$ cat src/core/pac_pkg.sv
// Constants, field layout and types for the pulse accumulator control block
//------------------------------------------------------------------------------
// Summary of operation
// RULE1 - Accumulator enable bit 6 works independently of the timer enable
// RULE2 - Accumulator input is the channel 7 pin, shared with the timer channel
// RULE3 - Mode bit 5: 0 event counting, 1 gated time; only while enabled
// RULE4 - Event mode counts falling edges with edge bit 4 clear, rising when set
// RULE5 - Gated, edge 0: high level gates div-64 tick; trailing fall sets edge flag
// RULE6 - Gated, edge 1: low level gates div-64 tick; trailing rise sets edge flag
// RULE7 - Timer disabled means no div-64 tick, so gated counting stalls
// RULE8 - Clock select bits 3:2 pick prescaler, accum clock, clock/256, clock/65536
// RULE9 - Accumulator disabled forces the prescaler as timer counter clock
// RULE10 - New clock select takes effect at once after the write
// RULE11 - Overflow interrupt enable bit 1 requests interrupt while overflow flag set
// RULE12 - Input interrupt enable bit 0 requests interrupt while edge flag set
// RULE13 - With fast clear on, any count register access clears all flags
// RULE14 - Flag clears need timer or accumulator enabled; otherwise ignored
// RULE15 - Control register reads and writes are always allowed
// RULE16 - Overflow flag bit 1 sets when count wraps from ffff to 0000
// RULE17 - Writing one to a flag bit clears it while timer or accumulator enabled
// RULE18 - Pin is synchronised to the bus clock before counting
// RULE19 - Only flag bits 1 and 0 exist; others read zero, ignore writes
//------------------------------------------------------------------------------
`default_nettype none
package pac_pkg;

   //---------------------------------------------------------------------------
   // Register indices and byte addresses
   //---------------------------------------------------------------------------
   localparam int           PAC_ADDR_W       = 10;
   localparam logic [7:0]   PAC_IDX_CONTROL  = 8'h20;
   localparam logic [7:0]   PAC_IDX_FLAGS    = 8'h21;
   localparam logic [7:0]   PAC_IDX_COUNT    = 8'h22;
   localparam logic [7:0]   PAC_IDX_SYSCTL   = 8'h26;
   localparam logic [9:0]   PAC_ADDR_CONTROL = {PAC_IDX_CONTROL, 2'b00};
   localparam logic [9:0]   PAC_ADDR_FLAGS   = {PAC_IDX_FLAGS, 2'b00};
   localparam logic [9:0]   PAC_ADDR_COUNT   = {PAC_IDX_COUNT, 2'b00};
   localparam logic [9:0]   PAC_ADDR_SYSCTL  = {PAC_IDX_SYSCTL, 2'b00};

   //---------------------------------------------------------------------------
   // Field positions
   //---------------------------------------------------------------------------
   localparam int           PAC_CTL_ENABLE   = 6;
   localparam int           PAC_CTL_MODE     = 5;
   localparam int           PAC_CTL_EDGE     = 4;
   localparam int           PAC_CTL_CLK_HI   = 3;
   localparam int           PAC_CTL_CLK_LO   = 2;
   localparam int           PAC_CTL_OVI      = 1;
   localparam int           PAC_CTL_II       = 0;
   localparam int           PAC_CTL_W        = 7;
   localparam int           PAC_FLG_OVF      = 1;
   localparam int           PAC_FLG_EDGE     = 0;
   localparam int           PAC_FLG_W        = 2;
   localparam int           PAC_SYS_TEN      = 0;
   localparam int           PAC_SYS_FFCA     = 1;
   localparam int           PAC_SYS_W        = 2;

   //---------------------------------------------------------------------------
   // Reset values and counts
   //---------------------------------------------------------------------------
   localparam logic [6:0]   PAC_CTL_RESET    = 7'h00;
   localparam logic [1:0]   PAC_FLG_RESET    = 2'h0;
   localparam logic [1:0]   PAC_SYS_RESET    = 2'h0;
   localparam int           PAC_COUNT_W      = 16;
   localparam logic [15:0]  PAC_COUNT_RESET  = 16'h0000;
   localparam logic [15:0]  PAC_COUNT_MAX    = 16'hffff;
   localparam logic [7:0]   PAC_LOW_MAX      = 8'hff;
   localparam int           PAC_GATE_DIV     = 64;
   localparam int           PAC_GATE_W       = $clog2(PAC_GATE_DIV);
   localparam logic [5:0]   PAC_GATE_LAST    = 6'(PAC_GATE_DIV - 1);
   localparam logic [5:0]   PAC_GATE_RESET   = 6'h00;

   //---------------------------------------------------------------------------
   // Timer counter clock choices
   //---------------------------------------------------------------------------
   typedef enum logic [1:0] {
      PAC_CLK_PRESCALER = 2'b00,
      PAC_CLK_ACCUM     = 2'b01,
      PAC_CLK_DIV256    = 2'b10,
      PAC_CLK_DIV65536  = 2'b11
   } pac_clksel_type;

endpackage
`default_nettype wire

$ cat src/core/pac_pin_sync.sv
// Two-stage synchroniser and edge detector for the channel 7 pin
`timescale 1ns/1ps
`default_nettype none
module pac_pin_sync (
   input  wire logic pclk,
   input  wire logic presetn,
   input  wire logic pin_async,
   output logic      pin_level,
   output logic      pin_rise,
   output logic      pin_fall
);

   logic meta_reg;
   logic sync_reg;
   logic last_reg;

   //---------------------------------------------------------------------------
   // Synchroniser and history
   //---------------------------------------------------------------------------
   always_ff @(posedge pclk or negedge presetn) begin
      if (!presetn) begin
         meta_reg <= 1'b0;
         sync_reg <= 1'b0;
         last_reg <= 1'b0;
      end else begin
         meta_reg <= pin_async;
         sync_reg <= meta_reg;
         last_reg <= sync_reg;
      end
   end

   assign pin_level = sync_reg;
   assign pin_rise  = sync_reg & ~last_reg;
   assign pin_fall  = ~sync_reg & last_reg;

endmodule // pac_pin_sync
`default_nettype wire

$ cat src/core/pac_accum_control.sv
// Pulse accumulator control, flags, count and timer clock select with APB
//
// Added by the designer: the APB register port.
`timescale 1ns/1ps
`default_nettype none
module pac_accum_control (
   input  wire logic                          pclk,
   input  wire logic                          presetn,
   input  wire logic                          psel,
   input  wire logic                          penable,
   input  wire logic                          pwrite,
   input  wire logic [pac_pkg::PAC_ADDR_W-1:0] paddr,
   input  wire logic [31:0]                   pwdata,
   output logic      [31:0]                   prdata,
   output logic                               pready,
   output logic                               pslverr,
   input  wire logic                          channel7_pin,
   input  wire logic                          prescaler_tick,
   output logic                               timer_clock_tick,
   output logic                               accum_edge_clock,
   output logic                               overflow_irq,
   output logic                               input_irq
);

   //---------------------------------------------------------------------------
   // Storage
   //---------------------------------------------------------------------------
   logic [pac_pkg::PAC_CTL_W-1:0]   accum_control_reg;
   logic [pac_pkg::PAC_CTL_W-1:0]   accum_control_next;
   logic [pac_pkg::PAC_FLG_W-1:0]   accum_flags_reg;
   logic [pac_pkg::PAC_FLG_W-1:0]   accum_flags_next;
   logic [pac_pkg::PAC_SYS_W-1:0]   sysctl_reg;
   logic [pac_pkg::PAC_SYS_W-1:0]   sysctl_next;
   logic [pac_pkg::PAC_COUNT_W-1:0] accum_count_reg;
   logic [pac_pkg::PAC_COUNT_W-1:0] accum_count_next;
   logic [pac_pkg::PAC_GATE_W-1:0]  gate_div_reg;
   logic [pac_pkg::PAC_GATE_W-1:0]  gate_div_next;
   logic [31:0]                     prdata_reg;
   logic [31:0]                     prdata_next;
   logic                            timer_tick_reg;
   logic                            timer_tick_next;
   logic                            edge_clock_reg;

   //---------------------------------------------------------------------------
   // Bus decode
   //---------------------------------------------------------------------------
   wire logic setup_phase;
   wire logic access_phase;
   wire logic sel_control;
   wire logic sel_flags;
   wire logic sel_count;
   wire logic sel_sysctl;
   wire logic sel_mapped;
   wire logic wr_control;
   wire logic wr_flags;
   wire logic wr_count;
   wire logic wr_sysctl;

   assign setup_phase  = psel & ~penable;
   assign access_phase = psel & penable;
   assign sel_control  = (paddr == pac_pkg::PAC_ADDR_CONTROL);
   assign sel_flags    = (paddr == pac_pkg::PAC_ADDR_FLAGS);
   assign sel_count    = (paddr == pac_pkg::PAC_ADDR_COUNT);
   assign sel_sysctl   = (paddr == pac_pkg::PAC_ADDR_SYSCTL);
   assign sel_mapped   = sel_control | sel_flags | sel_count | sel_sysctl;
   assign wr_control   = access_phase & pwrite & sel_control; // RULE15
   assign wr_flags     = access_phase & pwrite & sel_flags;
   assign wr_count     = access_phase & pwrite & sel_count;
   assign wr_sysctl    = access_phase & pwrite & sel_sysctl;

   assign pready  = 1'b1;
   assign pslverr = access_phase & ~sel_mapped;
   assign prdata  = prdata_reg;

   //---------------------------------------------------------------------------
   // Control fields
   //---------------------------------------------------------------------------
   wire logic                    accum_enable;
   wire logic                    accum_mode;
   wire logic                    accum_edge_select;
   wire pac_pkg::pac_clksel_type clock_select;
   wire logic                    overflow_irq_enable;
   wire logic                    input_irq_enable;
   wire logic                    timer_enable;
   wire logic                    fast_flag_clear_all;

   assign accum_enable        = accum_control_reg[pac_pkg::PAC_CTL_ENABLE]; // RULE1
   assign accum_mode          = accum_control_reg[pac_pkg::PAC_CTL_MODE];
   assign accum_edge_select   = accum_control_reg[pac_pkg::PAC_CTL_EDGE];
   assign clock_select        = pac_pkg::pac_clksel_type'(
      accum_control_reg[pac_pkg::PAC_CTL_CLK_HI:pac_pkg::PAC_CTL_CLK_LO]);
   assign overflow_irq_enable = accum_control_reg[pac_pkg::PAC_CTL_OVI];
   assign input_irq_enable    = accum_control_reg[pac_pkg::PAC_CTL_II];
   assign timer_enable        = sysctl_reg[pac_pkg::PAC_SYS_TEN];
   assign fast_flag_clear_all = sysctl_reg[pac_pkg::PAC_SYS_FFCA];

   assign accum_control_next = wr_control ? pwdata[pac_pkg::PAC_CTL_W-1:0]
                                          : accum_control_reg;
   assign sysctl_next        = wr_sysctl ? pwdata[pac_pkg::PAC_SYS_W-1:0]
                                         : sysctl_reg;

   //---------------------------------------------------------------------------
   // Pin input
   //---------------------------------------------------------------------------
   wire logic pin_level;
   wire logic pin_rise;
   wire logic pin_fall;

   pac_pin_sync u_pin_sync (
      .pclk      (pclk),
      .presetn   (presetn),
      .pin_async (channel7_pin), // RULE2
      .pin_level (pin_level),
      .pin_rise  (pin_rise),
      .pin_fall  (pin_fall)
   ); // RULE18

   //---------------------------------------------------------------------------
   // Divide-by-64 tick, only while the timer runs
   //---------------------------------------------------------------------------
   wire logic gate_tick;

   assign gate_div_next = timer_enable
                          ? pac_pkg::PAC_GATE_W'(gate_div_reg + 1'b1)
                          : pac_pkg::PAC_GATE_RESET; // RULE7
   assign gate_tick     = timer_enable & (gate_div_reg == pac_pkg::PAC_GATE_LAST); // RULE7

   //---------------------------------------------------------------------------
   // Accumulator clock and count
   //---------------------------------------------------------------------------
   wire logic selected_edge;
   wire logic gate_open;
   wire logic accum_clock;
   wire logic count_at_max;
   wire logic count_wrap;
   wire logic div256_tick;
   wire logic edge_event;

   // Falling edge by default, rising with edge select set; in gated mode the
   // same edge is the trailing end of the gate
   assign selected_edge = accum_edge_select ? pin_rise : pin_fall; // RULE4
   assign gate_open     = accum_edge_select ? ~pin_level : pin_level; // RULE5 RULE6
   assign accum_clock   = accum_enable & (accum_mode ? (gate_open & gate_tick)
                                                     : selected_edge); // RULE3
   assign edge_event    = accum_enable & selected_edge; // RULE5 RULE6
   assign count_at_max  = (accum_count_reg == pac_pkg::PAC_COUNT_MAX);
   assign count_wrap    = accum_clock & ~wr_count & count_at_max; // RULE16
   assign div256_tick   = accum_clock & ~wr_count
                          & (accum_count_reg[7:0] == pac_pkg::PAC_LOW_MAX);

   // Software load wins over a count in the same cycle
   assign accum_count_next = wr_count ? pwdata[pac_pkg::PAC_COUNT_W-1:0]
                           : accum_clock
                             ? pac_pkg::PAC_COUNT_W'(accum_count_reg + 1'b1)
                             : accum_count_reg;

   //---------------------------------------------------------------------------
   // Flags: a hardware set wins over any clear
   //---------------------------------------------------------------------------
   wire logic                          clear_allowed;
   wire logic                          fast_clear;
   wire logic [pac_pkg::PAC_FLG_W-1:0] flag_set;
   wire logic [pac_pkg::PAC_FLG_W-1:0] flag_clear;

   assign clear_allowed = timer_enable | accum_enable; // RULE14
   assign fast_clear    = access_phase & sel_count & fast_flag_clear_all; // RULE13
   assign flag_set      = {count_wrap, edge_event};
   assign flag_clear    = clear_allowed
                          ? ((wr_flags ? pwdata[pac_pkg::PAC_FLG_W-1:0]
                                       : pac_pkg::PAC_FLG_RESET) // RULE17
                             | {pac_pkg::PAC_FLG_W{fast_clear}}) // RULE13
                          : pac_pkg::PAC_FLG_RESET; // RULE14
   assign accum_flags_next = (accum_flags_reg & ~flag_clear) | flag_set;

   //---------------------------------------------------------------------------
   // Timer counter clock select
   //---------------------------------------------------------------------------
   logic selected_clock;

   always_comb begin
      unique case (clock_select) // RULE8
         pac_pkg::PAC_CLK_PRESCALER: selected_clock = prescaler_tick;
         pac_pkg::PAC_CLK_ACCUM:     selected_clock = accum_clock;
         pac_pkg::PAC_CLK_DIV256:    selected_clock = div256_tick;
         pac_pkg::PAC_CLK_DIV65536:  selected_clock = count_wrap;
      endcase
   end

   // Selection follows the register directly, no boundary wait
   assign timer_tick_next = accum_enable ? selected_clock // RULE10
                                         : prescaler_tick; // RULE9

   //---------------------------------------------------------------------------
   // Read data, captured in the setup phase
   //---------------------------------------------------------------------------
   wire logic [31:0] rd_control;
   wire logic [31:0] rd_flags;
   wire logic [31:0] rd_count;
   wire logic [31:0] rd_sysctl;

   assign rd_control  = 32'(accum_control_reg);
   assign rd_flags    = 32'(accum_flags_reg); // RULE19
   assign rd_count    = 32'(accum_count_reg);
   assign rd_sysctl   = 32'(sysctl_reg);
   assign prdata_next = !(setup_phase & ~pwrite) ? prdata_reg
                      : sel_control ? rd_control
                      : sel_flags   ? rd_flags
                      : sel_count   ? rd_count
                      : sel_sysctl  ? rd_sysctl
                      : 32'h0000_0000;

   //---------------------------------------------------------------------------
   // Interrupt requests
   //---------------------------------------------------------------------------
   assign overflow_irq = overflow_irq_enable
                         & accum_flags_reg[pac_pkg::PAC_FLG_OVF]; // RULE11
   assign input_irq    = input_irq_enable
                         & accum_flags_reg[pac_pkg::PAC_FLG_EDGE]; // RULE12

   assign timer_clock_tick = timer_tick_reg;
   assign accum_edge_clock = edge_clock_reg;

   //---------------------------------------------------------------------------
   // Registers
   //---------------------------------------------------------------------------
   always_ff @(posedge pclk or negedge presetn) begin
      if (!presetn) begin
         accum_control_reg <= pac_pkg::PAC_CTL_RESET;
         accum_flags_reg   <= pac_pkg::PAC_FLG_RESET;
         sysctl_reg        <= pac_pkg::PAC_SYS_RESET;
         accum_count_reg   <= pac_pkg::PAC_COUNT_RESET;
         gate_div_reg      <= pac_pkg::PAC_GATE_RESET;
         prdata_reg        <= 32'h0000_0000;
         timer_tick_reg    <= 1'b0;
         edge_clock_reg    <= 1'b0;
      end else begin
         accum_control_reg <= accum_control_next;
         accum_flags_reg   <= accum_flags_next;
         sysctl_reg        <= sysctl_next;
         accum_count_reg   <= accum_count_next;
         gate_div_reg      <= gate_div_next;
         prdata_reg        <= prdata_next;
         timer_tick_reg    <= timer_tick_next;
         edge_clock_reg    <= accum_clock;
      end
   end

endmodule // pac_accum_control
`default_nettype wire

$ cat config.mk
export PLATFORM = sky130hd
export DESIGN_NAME = pac_accum_control
export DESIGN_NICKNAME = d
export VERILOG_FILES = /design/src/core/pac_pkg.sv /design/src/core/pac_pin_sync.sv /design/src/core/pac_accum_control.sv
export SDC_FILE = /design/constraint.sdc
export NUM_CORES = 1
export LEC_CHECK = 0
export BUFFER_PORTS_ARGS = -buffer_cell sky130_fd_sc_hd__buf_2
export CAP_MARGIN = 20
export CORE_ASPECT_RATIO = 1.5
export CORE_MARGIN = 5
export CORE_UTILIZATION = 46
export DETAILED_ROUTE_END_ITERATION = 6
export PLACE_DENSITY_LB_ADDON = 0.05
export SLEW_MARGIN = 0
export SYNTH_ARGS = -nofsm -noshare
export SYNTH_HDL_FRONTEND = slang
export SYNTH_SLANG_ARGS = --single-unit
export TNS_END_PERCENT = 100
$ cat constraint.sdc
create_clock -name pclk -period 2.03 [get_ports pclk]
set_input_delay 0.406 -clock pclk [delete_from_list [all_inputs] [get_ports pclk]]
set_output_delay 0.406 -clock pclk [all_outputs]
set_load 0.01 [all_outputs]
# Word-level counts from Yosys, hierarchy flattened
# Cells that the tools add are included.
[totals] output_inout_bits=38 wordCells=75 inputBits=49 register_bits=70
[op_classes] reduce_logical=2 bitwise_logic=36 n_mux=14 n_eq_ne=10 addsub=2
[ops] cell="16-bit two-way mux" count=5
[ops] cell="10-bit by 8-bit == test with 1-bit output (second input constant)" count=4
[ops] cell="1-bit AND" count=22
[ops] cell="16-bit by 1-bit adder with 16-bit output (second input constant)" count=1
[ops] cell="16-bit == test (second input constant)" count=1
[ops] cell="8-bit == test (second input constant)" count=1
[ops] cell="6-bit by 1-bit adder with 6-bit output (second input constant)" count=1
[ops] cell="6-bit == test (second input constant)" count=1
[ops] cell="2-bit two-way mux" count=3
[ops] cell="6-bit two-way mux" count=1
[ops] cell="1-bit NOT" count=6
[ops] cell="2-bit == test (second input constant)" count=2
[ops] cell="1-bit two-way mux" count=4
[ops] cell="1-bit bitwise OR" count=4
[ops] cell="2-bit bitwise OR" count=2
[ops] cell="1-bit case mux with 4 select lines" count=1
[ops] cell="2-bit AND" count=1
[ops] cell="2-bit by 1-bit == test with 1-bit output (second input constant)" count=1
[ops] cell="2-bit zero test" count=1
[ops] cell="2-bit NOT" count=1
[ops] cell="2-bit nonzero test" count=1

# Logic depth before layout (Yosys ltp)
[logic_depth] word_depth=9 ltp_mapped=7

# By module
# A second synthesis with hierarchy kept.
[hier_totals] cells_unflattened=274 area_unflattened_um2=2830.2
[modules_own_cells] module="pac_accum_control" cells_per_inst=269 area_each_um2=2740.1 n_inst=1
[modules_own_cells] module="pac_pin_sync" cells_per_inst=5 area_each_um2=90.1 n_inst=1

# Least setup slack after synthesis
# OpenSTA, ideal clock, no wires.
[synth_path] path_kind="input to register" start="input port paddr[6] (netlist bit)" end="register accum_control_reg[0] (netlist bit)" arrival_ps=2098 setup_ps=125 slack_ps=-193 stages=4 path_cell_list="or4b_4 or4_4 nor3_4 mux2_2"
[synth_between] elab_chain_cells=2
[synth_lines] item="start: declaration" line_no="pac_accum_control.sv:12" text="input wire logic [pac_pkg::PAC_ADDR_W-1:0] paddr,"
[synth_lines] item="10-bit by 8-bit == test with 1-bit output" line_no="pac_accum_control.sv:61" text="assign sel_control = (paddr == pac_pkg::PAC_ADDR_CONTROL);"
[synth_lines] item="1-bit AND" line_no="pac_accum_control.sv:66" text="assign wr_control = access_phase & pwrite & sel_control;"
[synth_lines] item="end signal: assignment" line_no="pac_accum_control.sv:228" text="accum_control_reg <= pac_pkg::PAC_CTL_RESET;"
[synth_lines] item="end signal: assignment" line_no="pac_accum_control.sv:237" text="accum_control_reg <= accum_control_next;"
[synth_lines] item="end: declaration" line_no="pac_accum_control.sv:28" text="logic [pac_pkg::PAC_CTL_W-1:0] accum_control_reg;"
# No other way between the ends.
# A chain may end at the register's enable or synchronous reset.

# Worst setup path in the final report
[layout_path] start="input port paddr[8] (netlist bit)" end="output port pslverr"
[layout_between] elab_chain_cells=6
[layout_lines] item="10-bit by 8-bit == test with 1-bit output (on tied branches)" line_no="pac_accum_control.sv:61, pac_accum_control.sv:62"
[layout_lines] item="1-bit bitwise OR (2 in series)" line_no="pac_accum_control.sv:65" text="assign sel_mapped = sel_control | sel_flags | sel_count | sel_sysctl;"
[layout_lines] item="1-bit bitwise OR (*)" line_no="pac_accum_control.sv:65"
[layout_lines] item="1-bit NOT (*)" line_no="pac_accum_control.sv:72" text="assign pslverr = access_phase & ~sel_mapped;"
[layout_lines] item="1-bit AND (*)" line_no="pac_accum_control.sv:72"
[layout_lines] item="end: declaration" line_no="pac_accum_control.sv:16" text="output logic pslverr,"
# Every way passes the cells marked *; elsewhere a longest branch is shown, timed or not.

==> impl_metrics.tcl <==
set metrics [dict create \
    crit_required_ns 1.62 \
    cts_hold_buf 0 \
    antenna_found_initial 0 \
    num_vias 2410 \
    drt_wl_total_um 7340 \
    worst-setup-path-type "input pin to output pin" \
    ios 87 \
    synth-async-reset-ratio 1.00 \
    n_antenna_cell 0 \
    synth_area_leaders "dfrtp_1 47%, mux2_2 6.3%, nand2_1 5.5%, buf_4 4.4%, o21ai_0 3.8%" \
    violations "setup timing" \
    synth_top_area_cell "dfrtp_1" \
    ys_ff_latch 54 \
    drv_slew 0 \
    place_hpwl_um 5570 \
    synth_most_common_cell "dfrtp_1" \
    die-area_um2 7980 \
    synth-edff-count 0 \
    outcome "finished, violations left" \
    dp_cells 437 \
    synth_top_area_share 0.469 \
    worstSkewPairLatency_ns 0.30 \
    ir_drop_mv 0.322 \
    grt_overflow 0 \
    drt_iter0_markers 98 \
    synth_cell_types 47 \
    ys.warnings.count 0 \
    power.leakage_nw 1.73 \
    start_util 0.470 \
    grt_max_degree 35 \
    postLayoutCoreUtil 0.600 \
    cts_root_buf "clkbuf_8" \
    cts_buffer_depth 2 \
    crit_chain "buf_6 -> or4b_4 -> buf_6 -> nor4_4 -> buf_4 -> nor3_2 -> buf_2" \
    final_nets 431 \
    synth_ff_type "dfrtp_1" \
    max-cap-violations 0 \
    synth_common_cells "54 x dfrtp_1, 42 x nand2_1, 22 x o21ai_0" \
    yosysSeqAreaShare 0.469 \
    syn_avg_cell_area_um2 10.0 \
    powerDensity_nw_per_um2 513 \
    gp_congestion 0.836 \
    rsz0062_at_grt "true" \
    rows 35 \
    cts.sinks 54 \
    worst_slack_ns -0.0229 \
    die_h_um 107 \
    synth_area_um2 2880 \
    grt_use_total 0.189 \
    drc 0 \
    reg2regPathDepth 7 \
    reg2reg_from "u_pin_sync.pin_level" \
    syn_inst 288 \
    avgViaCountPerCell 5.31 \
    hold_class "input pin to asynchronous set/reset pin" \
    n_fill_cell 558 \
    critPathLaunchType "input pin" \
    wl_per_cell_um 16.2 \
    max_stage_delay_ns 0.54 \
    cp-end-kind "output pin" \
    slowest_stage "or4b_4" \
    firstDrtPassIters 4 \
    core_area_um2 6130 \
    cts_buffers 5 \
    period_needed_ns 2.05 \
    min_period_over_period 1.01 \
    crit_arrival_ns 1.65 \
    area.growth.synth_to_final_pct 27.8 \
    cts_tree "yes" \
    drive_gt1_frac 0.379 \
    finalClockSkew_ns 0.00619 \
    r2r_end "accum_count_reg[15]" \
    grt_pass1_wl_um 11600 \
    ant_nets 0 \
    r2r_setup_slack_ns 0.08 \
    htree_levels 2 \
    fmax_ghz 0.487 \
    numPortBuffers 53 \
    hold_violations 0 \
    worst_path_most_repeated_cell "buf_6" \
    critPathMaxFanout 3 \
    fin_cells 454 \
    die_x_um 74.6 \
    finalSetupViolCount 1 \
    path_clk_slew_ns 0.09 \
    first_global_vias 2359 \
]
## worst max-delay path by stage
| stage | from | to | slack [ns] | cells past startpoint |
|---|---|---|---|---|
| 2_1_floorplan | paddr[6] | accum_control_reg[0] | -0.19 | 4 |
| 3_5_place_dp | paddr[6] | accum_control_reg[4] | -0.28 | 6 |
| 6_report | paddr[8] | pslverr | -0.02 | 7 |
| 3_3_place_gp | paddr[6] | accum_control_reg[6] | -0.26 | 6 |
| 5_1_grt | paddr[8] | pslverr | -0.06 | 7 |
| 4_1_cts | paddr[8] | pslverr | -0.004 | 7 |
## per-stage QoR
step	setup TNS (ns)	instance area [um^2]	total power [W]	hold WS, ns	worst slack (ns)
5_1_grt	-0.158	3680	0.00198	0.0760	-0.0638
6_report	-0.0229	3680	0.00189	0.0487	-0.0229
4_1_cts	-0.00438	3560	0.00191	0.0572	-0.00438
3_3_place_gp	-4.63	3440	0.00133	0.342	-0.260
2_1_floorplan	-1.27	2960	0.00125	0.110	-0.192
3_5_place_dp	-5.07	3440	0.00134	0.335	-0.277
## where the power goes
group | total [W] | internal, W | switching [W]
combinational | 0.000215 | 0.0000908 | 0.000124
sequential | 0.00111 | 0.00110 | 0.0000166
clock | 0.000560 | 0.000238 | 0.000322
## worst max-delay path: cells and delay by family
family,cells,cell delay [ns]
buffers and inverters,4,0.53
and+or+nand+nor,3,0.70
## cells in the final DEF, fill, tap and decap left out, types with 4 or more instances in the layout
cell       instances
mux2_2            12
o2111ai_1          8
buf_2             54
xor2_1            10
o21ai_0           19
nand2_1           42
nor4_4             4
xnor2_1            7
a22oi_1            5
clkbuf_8           5
mux2_4             4
buf_4             42
dfrtp_1           54
nor2_1             9
nand3_1           15
and2_1             9
conb_1            17
or2_2              4
and3_1             7
## cell families (layout without fill, tap and decap cells)
family,after synthesis,in the layout,share of synthesized area
buffers and inverters,33,110,0.0678
other,2,17,0.00261
DFF,54,54,0.469
adders and majority gates,2,2,0.00869
AOI/OAI and AO/OA,51,51,0.119
muxes,17,17,0.0660
and+or+nand+nor,111,111,0.212
xor gates and xnor gates,18,18,0.0547
## final cells by class
type,count,area [um^2],share of cell area
multi-input combinational,216,1490,0.406
sequential,54,1350,0.367
timing repair buffer,101,659,0.179
tap,74,92.6,0.0252
clock buffer,7,76.3,0.0207
inverter,2,7.51,0.00204
## what timing repair did
item,CTS,global route
gates cloned,0,2
setup endpoints to repair,1,15
pin swaps,3,6
setup buffers,2,6
resized for setup,5,17
## routing by layer
metal  up-vias  global-route usage  wire, um
met5         -                   0         0
met4         0              0.0458        78
met3         9              0.0263       317
met2        58               0.339      4120
met1      1166               0.232      2830
li1       1177                   -         -
Power figures use the tool's default switching activity.
